`config.mk`:
```
export PLATFORM = sky130hd
export DESIGN_NAME = gcr_top
export DESIGN_NICKNAME = d
export VERILOG_FILES = /design/src/logic/gcr_pkg.sv /design/src/logic/gcr_top.sv
export SDC_FILE = /design/constraint.sdc
export NUM_CORES = 1
export LEC_CHECK = 0
export BUFFER_PORTS_ARGS = -buffer_cell sky130_fd_sc_hd__buf_2
export CORE_MARGIN = 2
export CORE_UTILIZATION = 38
export DETAILED_ROUTE_END_ITERATION = 8
export GPL_TIMING_DRIVEN = 0
export PLACE_DENSITY = 0.68
export SLEW_MARGIN = 20
export SYNTH_ARGS = -nofsm -noshare
export SYNTH_HDL_FRONTEND = slang
export SYNTH_SLANG_ARGS = --single-unit
```
`constraint.sdc`:
```
create_clock -name aclk -period 4.5 [get_ports aclk]
set_clock_uncertainty 0.15 [all_clocks]
set_input_delay 0.225 -clock aclk [delete_from_list [all_inputs] [get_ports aclk]]
set_output_delay 0.225 -clock aclk [all_outputs]
set_load 0.1 [all_outputs]
```
`src/logic/gcr_pkg.sv`:
```
// package: register map, field layout and reset values of the global control bank
package gcr_pkg;

  // ==========================================================================
  // register offsets (byte addresses on the 32-bit bus = 4 x index)
  localparam logic [4:0] GCR_IDX_IDENTITY = 5'h00;
  localparam logic [4:0] GCR_IDX_CTRL_ONE = 5'h02;
  localparam logic [4:0] GCR_IDX_CTRL_TWO = 5'h04;
  localparam logic [4:0] GCR_IDX_PIN_SEL  = 5'h0A;
  localparam logic [4:0] GCR_IDX_STATUS   = 5'h14;
  localparam int         GCR_ADDR_W       = 8;

  // ==========================================================================
  // control one field positions
  localparam int GCR_C1_BCAST    = 15;
  localparam int GCR_C1_IRQ_IDLE = 14;
  localparam int GCR_C1_ERR_INS  = 7;
  localparam int GCR_C1_ERR_SRC  = 6;
  localparam int GCR_C1_PM_HI    = 5;
  localparam int GCR_C1_PM_LO    = 4;
  localparam int GCR_C1_PM_REQ   = 3;
  localparam int GCR_C1_CLR_RD   = 2;
  localparam int GCR_C1_DP_RST   = 1;
  localparam int GCR_C1_FULL_RST = 0;

  // control two field positions
  localparam int GCR_C2_SRC_HI = 12;
  localparam int GCR_C2_SRC_LO = 10;
  localparam int GCR_C2_REF_O  = 9;
  localparam int GCR_C2_REF_I  = 8;
  localparam int GCR_C2_CLK_HI = 3;

  // ==========================================================================
  // writable masks and reset values
  localparam logic [15:0] GCR_C1_MASK  = 16'hC0FF;
  localparam logic [15:0] GCR_C2_MASK  = 16'h1F0F;
  localparam logic [15:0] GCR_C1_RESET = 16'h0002;
  localparam logic [15:0] GCR_C2_RESET = 16'h0000;
  localparam logic [15:0] GCR_PS_RESET = 16'h0000;

  // identification: arbitrary neutral values
  localparam logic [3:0]  GCR_REV_ID  = 4'h1;
  localparam logic [11:0] GCR_PART_ID = 12'h5A5;

  // pin select encodings
  localparam logic [1:0] GCR_PIN_IN   = 2'h0;
  localparam logic [1:0] GCR_PIN_STAT = 2'h1;
  localparam logic [1:0] GCR_PIN_LOW  = 2'h2;
  localparam logic [1:0] GCR_PIN_HIGH = 2'h3;

  // pm update modes
  localparam logic [1:0] GCR_PM_REG = 2'h0;
  localparam logic [1:0] GCR_PM_PIN = 2'h1;

  // axi responses
  localparam logic [1:0] GCR_RESP_OKAY   = 2'h0;
  localparam logic [1:0] GCR_RESP_SLVERR = 2'h2;

  typedef struct packed {
    logic        req;
    logic [31:0] addr;
    logic [15:0] data;
  } gcr_port_wr_s;

endpackage

```
`src/logic/gcr_top.sv`:
```
// global control register bank behind an axi4-lite slave
// ============================================================================
module gcr_top
  import gcr_pkg::*;
(
  input  wire logic                  aclk,
  input  wire logic                  aresetn,
  input  wire logic [7:0]            s_axi_awaddr,
  input  wire logic                  s_axi_awvalid,
  output logic                       s_axi_awready,
  input  wire logic [31:0]           s_axi_wdata,
  input  wire logic [3:0]            s_axi_wstrb,
  input  wire logic                  s_axi_wvalid,
  output logic                       s_axi_wready,
  output logic [1:0]                 s_axi_bresp,
  output logic                       s_axi_bvalid,
  input  wire logic                  s_axi_bready,
  input  wire logic [7:0]            s_axi_araddr,
  input  wire logic                  s_axi_arvalid,
  output logic                       s_axi_arready,
  output logic [31:0]                s_axi_rdata,
  output logic [1:0]                 s_axi_rresp,
  output logic                       s_axi_rvalid,
  input  wire logic                  s_axi_rready,
  input  wire logic                  irq_active,
  input  wire logic                  pm_ports_done,
  input  wire logic                  one_sec_tick,
  input  wire logic [7:0]            gp_pin_in,
  input  wire logic [7:0]            port_status,
  input  wire logic                  ref8k_internal,
  output logic                       irq_pin_out,
  output logic                       irq_pin_oe,
  output logic [7:0]                 gp_pin_out,
  output logic [7:0]                 gp_pin_oe,
  output logic                       broadcast_write_mode,
  output logic                       error_insert_pulse,
  output logic                       pm_update_pulse,
  output logic                       latched_clear_on_read,
  output logic                       datapath_reset,
  output logic                       full_reset,
  output logic [2:0]                 ref8k_source_sel,
  output logic                       ref8k_source_ext,
  output logic                       ref8k_in,
  output logic [3:0]                 rate_adapter_pin_mode
);
  import gcr_pkg::*;

  // ==========================================================================
  // input synchronisers: stage one feeds only stage two
  logic [7:0] pin_s1_reg;
  logic [7:0] pin_s2_reg;
  logic [2:0] misc_s1_reg;
  logic [2:0] misc_s2_reg;

  always_ff @(posedge aclk) begin
    if (!aresetn) begin
      pin_s1_reg  <= 8'h00;
      pin_s2_reg  <= 8'h00;
      misc_s1_reg <= 3'h0;
      misc_s2_reg <= 3'h0;
    end else begin
      pin_s1_reg  <= gp_pin_in;
      pin_s2_reg  <= pin_s1_reg;
      misc_s1_reg <= {irq_active, pm_ports_done, one_sec_tick};
      misc_s2_reg <= misc_s1_reg;
    end
  end

  logic irq_act;
  logic ports_done;
  logic tick;
  assign irq_act    = misc_s2_reg[2];
  assign ports_done = misc_s2_reg[1];
  assign tick       = misc_s2_reg[0];

  // ==========================================================================
  // registers
  logic [15:0] ctrl_one_reg;
  logic [15:0] ctrl_two_reg;
  logic [15:0] pin_sel_reg;
  logic        pm_done_reg;

  // ==========================================================================
  // axi write channel: address and data taken in either order
  logic        aw_held_reg;
  logic        w_held_reg;
  logic [7:0]  aw_addr_reg;
  logic [31:0] w_data_reg;
  logic [3:0]  w_strb_reg;
  logic        do_write;
  logic [4:0]  wr_idx;
  logic [15:0] wr_merged;

  function automatic logic [15:0] merge16(input logic [15:0] old_v,
                                          input logic [31:0] new_v,
                                          input logic [3:0]  strb);
    logic [15:0] res;
    res = old_v;
    if (strb[0]) res[7:0] = new_v[7:0];
    if (strb[1]) res[15:8] = new_v[15:8];
    return res;
  endfunction

  assign do_write  = aw_held_reg && w_held_reg && !s_axi_bvalid;
  assign wr_idx    = aw_addr_reg[6:2];
  assign wr_merged = merge16(ctrl_one_reg, w_data_reg, w_strb_reg);

  always_ff @(posedge aclk) begin
    if (!aresetn) begin
      aw_held_reg   <= 1'b0;
      w_held_reg    <= 1'b0;
      aw_addr_reg   <= 8'h00;
      w_data_reg    <= 32'h00000000;
      w_strb_reg    <= 4'h0;
      s_axi_awready <= 1'b0;
      s_axi_wready  <= 1'b0;
      s_axi_bvalid  <= 1'b0;
      s_axi_bresp   <= GCR_RESP_OKAY;
    end else begin
      s_axi_awready <= !aw_held_reg && !s_axi_awready && s_axi_awvalid;
      s_axi_wready  <= !w_held_reg && !s_axi_wready && s_axi_wvalid;
      if (s_axi_awvalid && s_axi_awready) begin
        aw_held_reg <= 1'b1;
        aw_addr_reg <= s_axi_awaddr;
      end
      if (s_axi_wvalid && s_axi_wready) begin
        w_held_reg <= 1'b1;
        w_data_reg <= s_axi_wdata;
        w_strb_reg <= s_axi_wstrb;
      end
      if (do_write) begin
        aw_held_reg  <= 1'b0;
        w_held_reg   <= 1'b0;
        s_axi_bvalid <= 1'b1;
        if (aw_addr_reg[7] || aw_addr_reg[1:0] != 2'h0) begin
          s_axi_bresp <= GCR_RESP_SLVERR;
        end else if (wr_idx == GCR_IDX_CTRL_ONE || wr_idx == GCR_IDX_CTRL_TWO
                     || wr_idx == GCR_IDX_PIN_SEL
                     || wr_idx == GCR_IDX_IDENTITY
                     || wr_idx == GCR_IDX_STATUS) begin
          s_axi_bresp <= GCR_RESP_OKAY;
        end else begin
          s_axi_bresp <= GCR_RESP_SLVERR;
        end
      end else if (s_axi_bvalid && s_axi_bready) begin
        s_axi_bvalid <= 1'b0;
      end
    end
  end

  logic wr_ok;
  assign wr_ok = do_write && !aw_addr_reg[7] && aw_addr_reg[1:0] == 2'h0;

  // control one: reset loads GCR_C1_RESET into every bit, full reset bit included
  always_ff @(posedge aclk) begin
    if (!aresetn) begin
      ctrl_one_reg <= GCR_C1_RESET;
    end else if (wr_ok && wr_idx == GCR_IDX_CTRL_ONE) begin
      ctrl_one_reg <= wr_merged & GCR_C1_MASK;
    end
  end

  always_ff @(posedge aclk) begin
    if (!aresetn) begin
      ctrl_two_reg <= GCR_C2_RESET;
    end else if (wr_ok && wr_idx == GCR_IDX_CTRL_TWO) begin
      ctrl_two_reg <= merge16(ctrl_two_reg, w_data_reg, w_strb_reg)
                      & GCR_C2_MASK;
    end
  end

  always_ff @(posedge aclk) begin
    if (!aresetn) begin
      pin_sel_reg <= GCR_PS_RESET;
    end else if (wr_ok && wr_idx == GCR_IDX_PIN_SEL) begin
      pin_sel_reg <= merge16(pin_sel_reg, w_data_reg, w_strb_reg);
    end
  end

  // ==========================================================================
  // performance update and error insertion triggers
  logic [1:0] pm_mode;
  logic       err_trig;
  logic       err_trig_d_reg;
  logic       pm_trig;
  logic       pm_trig_d_reg;

  assign pm_mode  = ctrl_one_reg[GCR_C1_PM_HI:GCR_C1_PM_LO];
  assign err_trig = ctrl_one_reg[GCR_C1_ERR_SRC] ? pin_s2_reg[5]
                  : ctrl_one_reg[GCR_C1_ERR_INS];

  always_comb begin
    if (pm_mode == GCR_PM_REG) begin
      pm_trig = ctrl_one_reg[GCR_C1_PM_REQ];
    end else if (pm_mode == GCR_PM_PIN) begin
      pm_trig = pin_s2_reg[7];
    end else begin
      pm_trig = tick;
    end
  end

  always_ff @(posedge aclk) begin
    if (!aresetn) begin
      err_trig_d_reg     <= 1'b0;
      pm_trig_d_reg      <= 1'b0;
      error_insert_pulse <= 1'b0;
      pm_update_pulse    <= 1'b0;
    end else begin
      err_trig_d_reg     <= err_trig;
      pm_trig_d_reg      <= pm_trig;
      error_insert_pulse <= err_trig && !err_trig_d_reg;
      pm_update_pulse    <= pm_trig && !pm_trig_d_reg;
    end
  end

  // done follows the ports while the request is high, clears when it drops
  always_ff @(posedge aclk) begin
    if (!aresetn) begin
      pm_done_reg <= 1'b0;
    end else if (!pm_trig) begin
      pm_done_reg <= 1'b0;
    end else begin
      pm_done_reg <= ports_done;
    end
  end

  // ==========================================================================
  // pin drivers
  function automatic logic [1:0] pin_drive(input logic [1:0] sel,
                                           input logic       stat);
    logic [1:0] r;
    r = 2'h0;
    if (sel == GCR_PIN_STAT) begin
      r = {1'b1, stat};
    end else if (sel == GCR_PIN_LOW) begin
      r = 2'h2;
    end else if (sel == GCR_PIN_HIGH) begin
      r = 2'h3;
    end
    return r;
  endfunction

  logic [7:0] pin_oe_n;
  logic [7:0] pin_o_n;

  always_comb begin
    logic [1:0] d;
    d        = 2'h0;
    pin_oe_n = 8'h00;
    pin_o_n  = 8'h00;
    for (int i = 0; i < 8; i++) begin
      d = pin_drive(pin_sel_reg[2*i +: 2], port_status[i]);
      pin_oe_n[i] = d[1];
      pin_o_n[i]  = d[0];
    end
    if (ctrl_two_reg[GCR_C2_REF_O]) begin
      pin_oe_n[1] = 1'b1;
      pin_o_n[1]  = ref8k_internal;
    end
    if (ctrl_two_reg[GCR_C2_REF_I]) begin
      pin_oe_n[3] = 1'b0;
      pin_o_n[3]  = 1'b0;
    end
    if (ctrl_one_reg[GCR_C1_ERR_SRC]) begin
      pin_oe_n[5] = 1'b0;
      pin_o_n[5]  = 1'b0;
    end
    if (pm_mode == GCR_PM_PIN) begin
      pin_oe_n[7] = 1'b0;
      pin_o_n[7]  = 1'b0;
    end
  end

  // ==========================================================================
  // registered outputs
  always_ff @(posedge aclk) begin
    if (!aresetn) begin
      irq_pin_out           <= 1'b0;
      irq_pin_oe            <= 1'b0;
      gp_pin_out            <= 8'h00;
      gp_pin_oe             <= 8'h00;
      broadcast_write_mode  <= 1'b0;
      latched_clear_on_read <= 1'b0;
      datapath_reset        <= GCR_C1_RESET[GCR_C1_DP_RST];
      full_reset            <= 1'b0;
      ref8k_source_sel      <= 3'h0;
      ref8k_source_ext      <= 1'b0;
      ref8k_in              <= 1'b0;
      rate_adapter_pin_mode <= 4'h0;
    end else begin
      irq_pin_out <= !irq_act;
      irq_pin_oe  <= irq_act || ctrl_one_reg[GCR_C1_IRQ_IDLE];
      gp_pin_out  <= pin_o_n;
      gp_pin_oe   <= pin_oe_n;
      broadcast_write_mode  <= ctrl_one_reg[GCR_C1_BCAST];
      latched_clear_on_read <= ctrl_one_reg[GCR_C1_CLR_RD];
      datapath_reset        <= ctrl_one_reg[GCR_C1_DP_RST];
      full_reset            <= ctrl_one_reg[GCR_C1_FULL_RST];
      ref8k_source_sel <= ctrl_two_reg[GCR_C2_SRC_HI:GCR_C2_SRC_LO];
      ref8k_source_ext <= ctrl_two_reg[GCR_C2_REF_I];
      ref8k_in <= ctrl_two_reg[GCR_C2_REF_I] && pin_s2_reg[3];
      rate_adapter_pin_mode <= ctrl_two_reg[GCR_C2_CLK_HI:0];
    end
  end

  // ==========================================================================
  // axi read channel
  logic [4:0] rd_idx;
  assign rd_idx = s_axi_araddr[6:2];

  always_ff @(posedge aclk) begin
    if (!aresetn) begin
      s_axi_arready <= 1'b0;
      s_axi_rvalid  <= 1'b0;
      s_axi_rdata   <= 32'h00000000;
      s_axi_rresp   <= GCR_RESP_OKAY;
    end else begin
      s_axi_arready <= s_axi_arvalid && !s_axi_arready && !s_axi_rvalid;
      if (s_axi_arvalid && s_axi_arready) begin
        s_axi_rvalid <= 1'b1;
        s_axi_rresp  <= GCR_RESP_OKAY;
        s_axi_rdata  <= 32'h00000000;
        if (s_axi_araddr[7] || s_axi_araddr[1:0] != 2'h0) begin
          s_axi_rresp <= GCR_RESP_SLVERR;
        end else if (rd_idx == GCR_IDX_IDENTITY) begin
          s_axi_rdata <= {16'h0000, GCR_REV_ID, GCR_PART_ID};
        end else if (rd_idx == GCR_IDX_CTRL_ONE) begin
          s_axi_rdata <= {16'h0000, ctrl_one_reg};
        end else if (rd_idx == GCR_IDX_CTRL_TWO) begin
          s_axi_rdata <= {16'h0000, ctrl_two_reg};
        end else if (rd_idx == GCR_IDX_PIN_SEL) begin
          s_axi_rdata <= {16'h0000, pin_sel_reg};
        end else if (rd_idx == GCR_IDX_STATUS) begin
          s_axi_rdata <= {31'h0, pm_done_reg};
        end else begin
          s_axi_rresp <= GCR_RESP_SLVERR;
        end
      end else if (s_axi_rvalid && s_axi_rready) begin
        s_axi_rvalid <= 1'b0;
      end
    end
  end

endmodule

```
==> out/summary.md, run 1 <==
The register bit count reported by yosys was 134; the number of placed I/O pins was 153. In the synthesized netlist the dominant register cell turns out to be dfxtp_1. The count of input and output buffers is 109.

Clock-pin slew was measured on the worst setup and hold paths at 0.06 ns. The routed design could run at a clock period as short as 1.933 ns. The pre-antenna-repair detailed-routing pass consisted of 7 iterations.

The worst setup path is launched from a flop. The analysis attributes to cell leakage a power of 0.002876 uW. Cells with a size suffix above 1 make up 23.40% of the layout. The logs give 24.05% for the global-route met1 utilization and 0 ns for the summed negative setup slack over all endpoints. Yosys instantiated no cell more often than dfxtp_1. The logs give 5024 um^2 for the post-synthesis cell area and 42 for the number of placement rows.

The number of hold violations in the final report came out at 0. Data on the critical path arrives at its endpoint at 2.13 ns. The met3 capacity usage during global routing came out at 5.987%. Data on the critical path is required at its endpoint by 4.70 ns. The total CTS buffers came out at 17. The net count of the finished layout is 814. The type of the most critical hold path is in -> reg.

In the global route stage, met2 resource usage came out at 33.05%. Dividing the final minimum period by the clock period gives 42.95%. For the pin with the worst max-slew slack, the measured transition is 0.7924 ns. In this run the deepest clock path goes through 2 buffers. The clock latency of the later-clocked register in the worst-skew pair was 0.42 ns.

The logs give 0 for the max-slew violation count and 51.6% for the clock group share of total power. The highest net fanout along the worst path was 8. The run gives 47.17% as the normalized max-slew margin. After the first detailed-routing iteration, the DRC count stood at 260. The analysis attributes to net switching a power of 686.7 uW. CTS built an H-tree with a depth of 4. The run finished with clean final reports.

The root buffer cell chosen for the clock tree is clkbuf_16. The effective utilization at floorplan is 38.39%, and the fraction of registers with async set or reset after synthesis is 0%. The via count of the first global-routing pass was 4,325. Setup repair after global routing left no endpoint under its margin. The tree built by TritonCTS fans out to 134 sinks.

The average instance in the mapped netlist occupies 9.184 um^2. Combinational logic is responsible for 8.3% of the overall power. For the portion of total power attributed to sequential cells, the log shows 40.1%. STA classifies the critical path endpoint as a flop.

In this run, synthesis inferred 0 flip-flops with an integrated enable. The run gives 0 as the number of antenna-violating nets in the routed design. The weighted congestion reported at the end of routability-driven placement was 0.9265; the count of endpoints failing setup in the final report was 0.

The peak-usage layer in the global routing report is met2. In the global route stage, overall resource usage came out at 19.55%. The tools report the first-pass GRT wire length as 21,500 um.

The number of violations of the max-capacitance limit came out at 0. The run gives 0 as the number of DRC violations after detailed routing. The largest net degree at the start of global routing was 17.

The die is 119.0 um wide. The largest area contributor in the netlist was dfxtp_1. The total overflow left after global routing is 0.

Power spread over the standard cell area amounts to 434.5 nW/um^2. The commonest cells after synthesis are dfxtp_1 (134), nand2_1 (108), nor2_1 (42), mux2i_1 (29). The yosys synthesis warning count is 0, and the estimated wirelength of the detail-placed design is 9863 um.

After detailed routing, the average wire length per cell comes to 14.51 um. After synthesis, the largest area contributor takes up 53.40% of total cell area. For this block, the via count after detailed routing is 4,394.

The post-synthesis cell type count came out at 44. The type of the worst setup path was reg -> reg. TritonCTS built the clock tree. For the post-synthesis sequential area ratio, the log shows 53.40%. The core region is 13,090 um^2. In the post-synthesis netlist, the biggest area contributors are dfxtp_1 (53%), nand2_1 (8.1%), mux2i_1 (5.8%). After detailed routing, the number of vias per cell comes to 4.755. Cell internal power was estimated by the tool at 2334 uW. The number of antenna diodes in the final layout is 0.

For the initial antenna violation count, the log shows 0. The synthesized instance count is 547, and the area added between synthesis and finish is 38.41%. Wires add up to 13,410 um.

Across the VDD grid, the largest voltage drop is 256.8 uV. The number of buffers inserted to repair setup after CTS is 0, and the switching fraction of total power is 22.73%. The die covers 14,160 um^2. The overall die height was 119.0 um; the worst hold-check slack was 0.02866 ns. The upper clock frequency limit was 517.4 MHz.
==> worst paths after layout <==
| kind | from | to | slack [ns] | depth (start not counted) |
|---|---|---|---|---|
| max reg2reg | aw_addr_reg[0]$_SDFFE_PN0P_ | pin_sel_reg[13]$_SDFFE_PN0P_ | 2.57 | 4 |
| min | port_status[7] | gp_pin_out[7]$_SDFF_PP0_ | 0.03 | 3 |
| max | aw_addr_reg[0]$_SDFFE_PN0P_ | pin_sel_reg[13]$_SDFFE_PN0P_ | 2.57 | 4 |
| min reg2reg | pm_trig_d_reg$_SDFF_PN0_ | pm_update_pulse$_SDFF_PN0_ | 0.24 | 1 |
==> power groups by stage <==
stage | sequential (uW) | clock [uW] | combinational (uW)
floorplan | 1260 | 0 | 140
global placement | 1240 | 0 | 218
detailed placement | 1240 | 0 | 221
CTS | 1210 | 1570 | 250
global route | 1210 | 1640 | 267
finish | 1210 | 1560 | 251
==> placed cells by master (no fill, tap or decap), types with 3 or more instances in the layout <==
| master | n |
|---|---|
| nand3b_1 | 3 |
| buf_4 | 18 |
| dlygate4sd3_1 | 43 |
| nor2_4 | 3 |
| o211ai_1 | 3 |
| a21boi_0 | 23 |
| mux2i_1 | 29 |
| nand2_1 | 108 |
| a21oi_1 | 17 |
| buf_2 | 115 |
| clkinv_2 | 3 |
| o31ai_1 | 13 |
| buf_1 | 4 |
| clkbuf_1 | 18 |
| nand3_1 | 12 |
| a22oi_1 | 6 |
| inv_1 | 6 |
| clkinvlp_4 | 3 |
| nor4b_1 | 4 |
| nand2b_1 | 10 |
| a2bb2oi_1 | 3 |
| conb_1 | 18 |
| nor2b_1 | 4 |
| o21ai_0 | 24 |
| nor2_1 | 42 |
| and2_1 | 24 |
| nor3_1 | 9 |
| bufinv_16 | 6 |
| clkbuf_16 | 17 |
| dfxtp_1 | 134 |
==> per-layer routing <==
metal | routed length, um | vias up
met5 | 0 | -
met4 | 194 | 0
met3 | 789 | 17
met2 | 6354 | 152
met1 | 6072 | 2031
li1 | - | 2194
==> cell families (layout without fill, tap and decap cells) <==
logic type	count (synthesis)	in the layout	synth area share, %
compound gates	98	98	12.75
buf+inv	51	235	5.305
flops	134	134	53.40
mux	31	31	6.227
other cells	1	18	0.07465
simple gates	232	232	22.24
==> worst max-delay path, stage by stage, from the launching register on <==
cell and delay [ns]:
dfxtp_1 0.31, nor3_1 0.44, nand3_1 0.34, nor2_4 0.38, mux2i_1 0.23
==> repair_timing <==
item                      CTS  global route
hold endpoints to repair   43             0
hold buffers               43             0
resized for setup           0             0
==> through the flow <==
step / setup slack, ns / area, um^2 / util [%] / cells / total power, uW
2_1_floorplan: 2.313 / 5087 / - / 564 / 1401
3_3_place_gp: 2.286 / 5853 / 44.73 / 849 / 1455
3_5_place_dp: 2.244 / 5853 / 44.73 / 849 / 1459
4_1_cts: 2.563 / 6953 / 53.14 / 924 / 3037
5_1_grt: 2.397 / 6953 / 53.14 / 924 / 3121
6_report: 2.567 / 6953 / 53.14 / 924 / 3021
==> layout make-up <==
cell class | count | area [um^2]
plain buffers | 45 | 244.0
clock buffers | 19 | 442.9
clock inverters | 13 | 226.5
fillers | 1183 | 6132
inverters | 6 | 22.52
multi-input cells | 379 | 2138
flip-flops and latches | 134 | 2683
well taps | 176 | 220.2
repair buffers | 152 | 975.9
Power figures use the tool's default switching activity.
==> run 2, diff against run 1 <==
==> constraint.sdc (replaced) <==
create_clock -name aclk -period 1.9 [get_ports aclk]
set_clock_uncertainty 0.15 [all_clocks]
set_input_delay 0.095 -clock aclk [delete_from_list [all_inputs] [get_ports aclk]]
set_output_delay 0.095 -clock aclk [all_outputs]
set_load 0.1 [all_outputs]
==> run 2 against run 1 <==
First-iteration DRC count up 22%. Sequential power is 140% higher. Final cell count grew 2.1%. Sequential share of layout area shrank 0.79 points. Worst hold slack better by 0.019 ns. Utilization grew 1.2 points. Largest cell class unchanged.
==> out/summary.md, run 2 (synthesis results as in run 1) <==
The run finished with clean final reports. The logs give 0 (unchanged) for the count of endpoints failing setup in the final report and 0.002953 uW (+2.7%) for the static leakage. The logs give -0.2113 ns (-2.455 ns) for the worst-case setup slack after placement and 21,690 um (+0.90%) for the first-pass GRT wire length. The global routing usage summed across all routing layers was 19.73% (+0.18 points). Clock group share of total power: 49.4% (-2.2 points).

Power density over cell area: 969.8 nW/um^2 (+120%). For the total die area, the log shows 14,160 um^2 (unchanged). The total CTS buffers is 17 (unchanged). The switching fraction of total power came out at 25.18% (+2.5 points). Setup repair after global routing could not meet its margin everywhere. The number of placed I/O pins is 153 (unchanged), and the number of antenna repair diodes is 0 (unchanged). Summed negative setup slack over all endpoints: 0 ns (unchanged). For the estimated wirelength of the detail-placed design, the log shows 9897 um (+0.35%).

The cell chosen for the clock root is clkbuf_16. The post-route worst setup slack is 0.01106 ns (-2.556 ns), and the data arrival time at the worst-slack endpoint is 2.04 ns (-0.09 ns). TritonCTS built the clock tree. The run gives 529.4 MHz (+2.3%) as the upper clock frequency limit.

For the number of hold violations in the final report, the log shows 0 (unchanged). The tools report the length of the first detailed-routing pass in iterations as 4 (-3). The slew of the pin with the lowest slew margin works out to 0.7435 ns (-0.04893 ns). The logs give 1,167 (-1.4%) for the count of fill cells added during filler insertion and 4 (unchanged) for the maximum level of the CTS H-tree.

The standard cell core area came out at 13,090 um^2 (unchanged). The kind of cell with the highest combined delay on the critical path was simple AND/OR/NAND/NOR gates. Slowest cell on the critical path: mux2_2.

The total congestion overflow was 0 (unchanged); the number of DRC violations after detailed routing was 0 (unchanged). The share of the clock period used by the worst path is 99.42% (+56 points). The final layout net count was 833 (+2.3%); the weighted congestion reported at the end of routability-driven placement was 0.9289 (+0.26%). The highest net fanout along the worst path works out to 8 (unchanged). The top cell types in the final layout, fill and taps aside, are dfxtp_1 (131), buf_2 (115), nand2_1 (108). The part of the power in combinational logic is 8.9% (+0.6 points), and the count of input and output buffers is 109 (unchanged). The run gives 2686 um^2 (+0.14%) as the sequential cell area. The run gives 13,670 um (+2.0%) as the total length of routed wires.

The clock-pin transition on the worst setup and hold timing paths is 0.06 ns (about the same), and the number of violations of the max-capacitance limit is 0 (unchanged). The largest vdd supply drop came out at 603.2 uV (+130%). The highest cell delay on the worst timing path came out at 0.36 ns (-0.08 ns). The maximum clock path buffer count was 2 (unchanged); the count of vias placed by the detailed router was 4,475 (+1.8%).

The area added between synthesis and finish is 41.49%. The clock latency of the later-clocked register in the worst-skew pair is 0.42 ns (about the same). The net switching power of the design is 1736 uW (+150%).

The average wire per standard cell is 14.50 um (about the same). The max-slew violation count came out at 0 (unchanged). The number of antenna-violating nets in the routed design was 0 (unchanged); the multi-input logic area was 2155 um^2 (+0.76%).

The critical path buffer and inverter count is 0 (unchanged), and the number of DRC violations after detailed-routing iteration 0 is 316 (+22%). The logs give 50.43% (+3.3 points) for the normalized max-slew margin and 38.39% (unchanged) for the effective utilization at floorplan. The number of vias per cell is 4.745 (-0.21%). The run gives 42 (unchanged) as the number of placement rows.

For the overall power of the completed layout, the log shows 6894 uW (+130%). The sink count of the clock tree came out at 134 (unchanged). The final critical path time including I/O delays and setup was 1.889 ns (-0.04364 ns); the initial antenna violation count was 0 (unchanged). The chip width was 119.0 um (unchanged). The critical path goes through nor3_1 > nand2_1 > nor2_4 > mux2_2. For the largest net degree at the start of global routing, the log shows 17 (unchanged). The overall die height is 119.0 um (unchanged). Number of placed instances, taps included: 849 (unchanged). STA classifies the critical path endpoint as a flop. The most frequent standard cell in the layout excluding fill and tap cells was dfxtp_1.

The worst setup path is of the reg -> reg kind. In this run the worst hold path is classified as in -> reg. The internal power was 5158 uW (+120%); the ratio of cells with drive above 1 in the final layout was 24.38% (+0.98 points).

Final standard cell count with taps included and fillers excluded: 943 (+2.1%). For the via count of the first global-routing pass, the log shows 4,433 (+2.5%). The tools report the kind of start point of the critical path as a flop. For the data required time of the worst path, the log shows 2.05 ns (-2.65 ns). The run gives 41.7% (+1.6 points) as the portion of total power attributed to sequential cells.
-- run 2: cell count changes in the layout (fill, tap and decap cells not counted), moves of 3 or more --
cell,previous run,this run
dlygate4sd3_1,43,59
clkinv_4,0,4
inv_6,1,5
buf_4,18,21
bufinv_16,6,3
clkinv_2,3,0
dfxtp_1,134,131
dfxtp_2,0,3
-- run 2: routing by layer --
layer	share of wire [%]	global-route usage [%]
met4	2.2	7.515
met2	47	32.61
met3	5.8	5.891
met1	45	24.18
met5	0	0
-- run 2: worst reg2reg max path, delay by kind of cell, from the launching register on --
family / cells / cell delay (ns)
mux: 1 / 0.37
simple gates: 3 / 0.92
flops: 1 / 0.34
-- run 2: worst paths after layout --
kind,startpoint,end,slack [ns],cells past startpoint
max,aw_addr_reg[2]$_SDFFE_PN0P_,ctrl_one_reg[1]$_SDFFE_PN1P_,0.01,4
min,s_axi_araddr[5],s_axi_rdata[0]$_SDFFE_PN0P_,0.05,4
max reg2reg,aw_addr_reg[2]$_SDFFE_PN0P_,ctrl_one_reg[1]$_SDFFE_PN1P_,0.01,4
min reg2reg,pm_trig_d_reg$_SDFF_PN0_,pm_update_pulse$_SDFF_PN0_,0.24,1
-- run 2: power groups by stage --
stage / registers [uW] / clock network (uW) / logic, uW
3_5_place_dp: 2930 / 0 / 524
2_1_floorplan: 2990 / 0 / 332
5_1_grt: 2870 / 3570 / 657
3_3_place_gp: 2930 / 0 / 518
4_1_cts: 2870 / 3450 / 613
6_report: 2870 / 3410 / 616
-- run 2: per-stage QoR --
stage | hold slack, ns | cell area (um^2) | util (%)
after floorplan | 0.05589 | 5091 | -
after global placement | 0.1539 | 5857 | 44.76
after detailed placement | 0.1556 | 5857 | 44.76
after CTS | 0.02378 | 7073 | 54.05
after global routing | 0.06327 | 7108 | 54.32
final | 0.04775 | 7108 | 54.32
-- run 2: repair_timing --
item	in CTS	in global routing
hold buffers	59	0
resized for setup	1	5
gates cloned	0	0
endpoints found under the setup margin	14	20
buffers inserted	0	3
pin swaps	0	2
endpoints found under the hold margin	55	0
-- run 2: cell type report --
cell class,count,share of cell area (%)
tap,176,3.098
timing repair buffer,171,16.30
clock buffer,17,5.985
multi-input combinational,379,30.31
sequential,134,37.79
inverter,6,0.3168
clock inverter,15,2.746
buffer,45,3.450
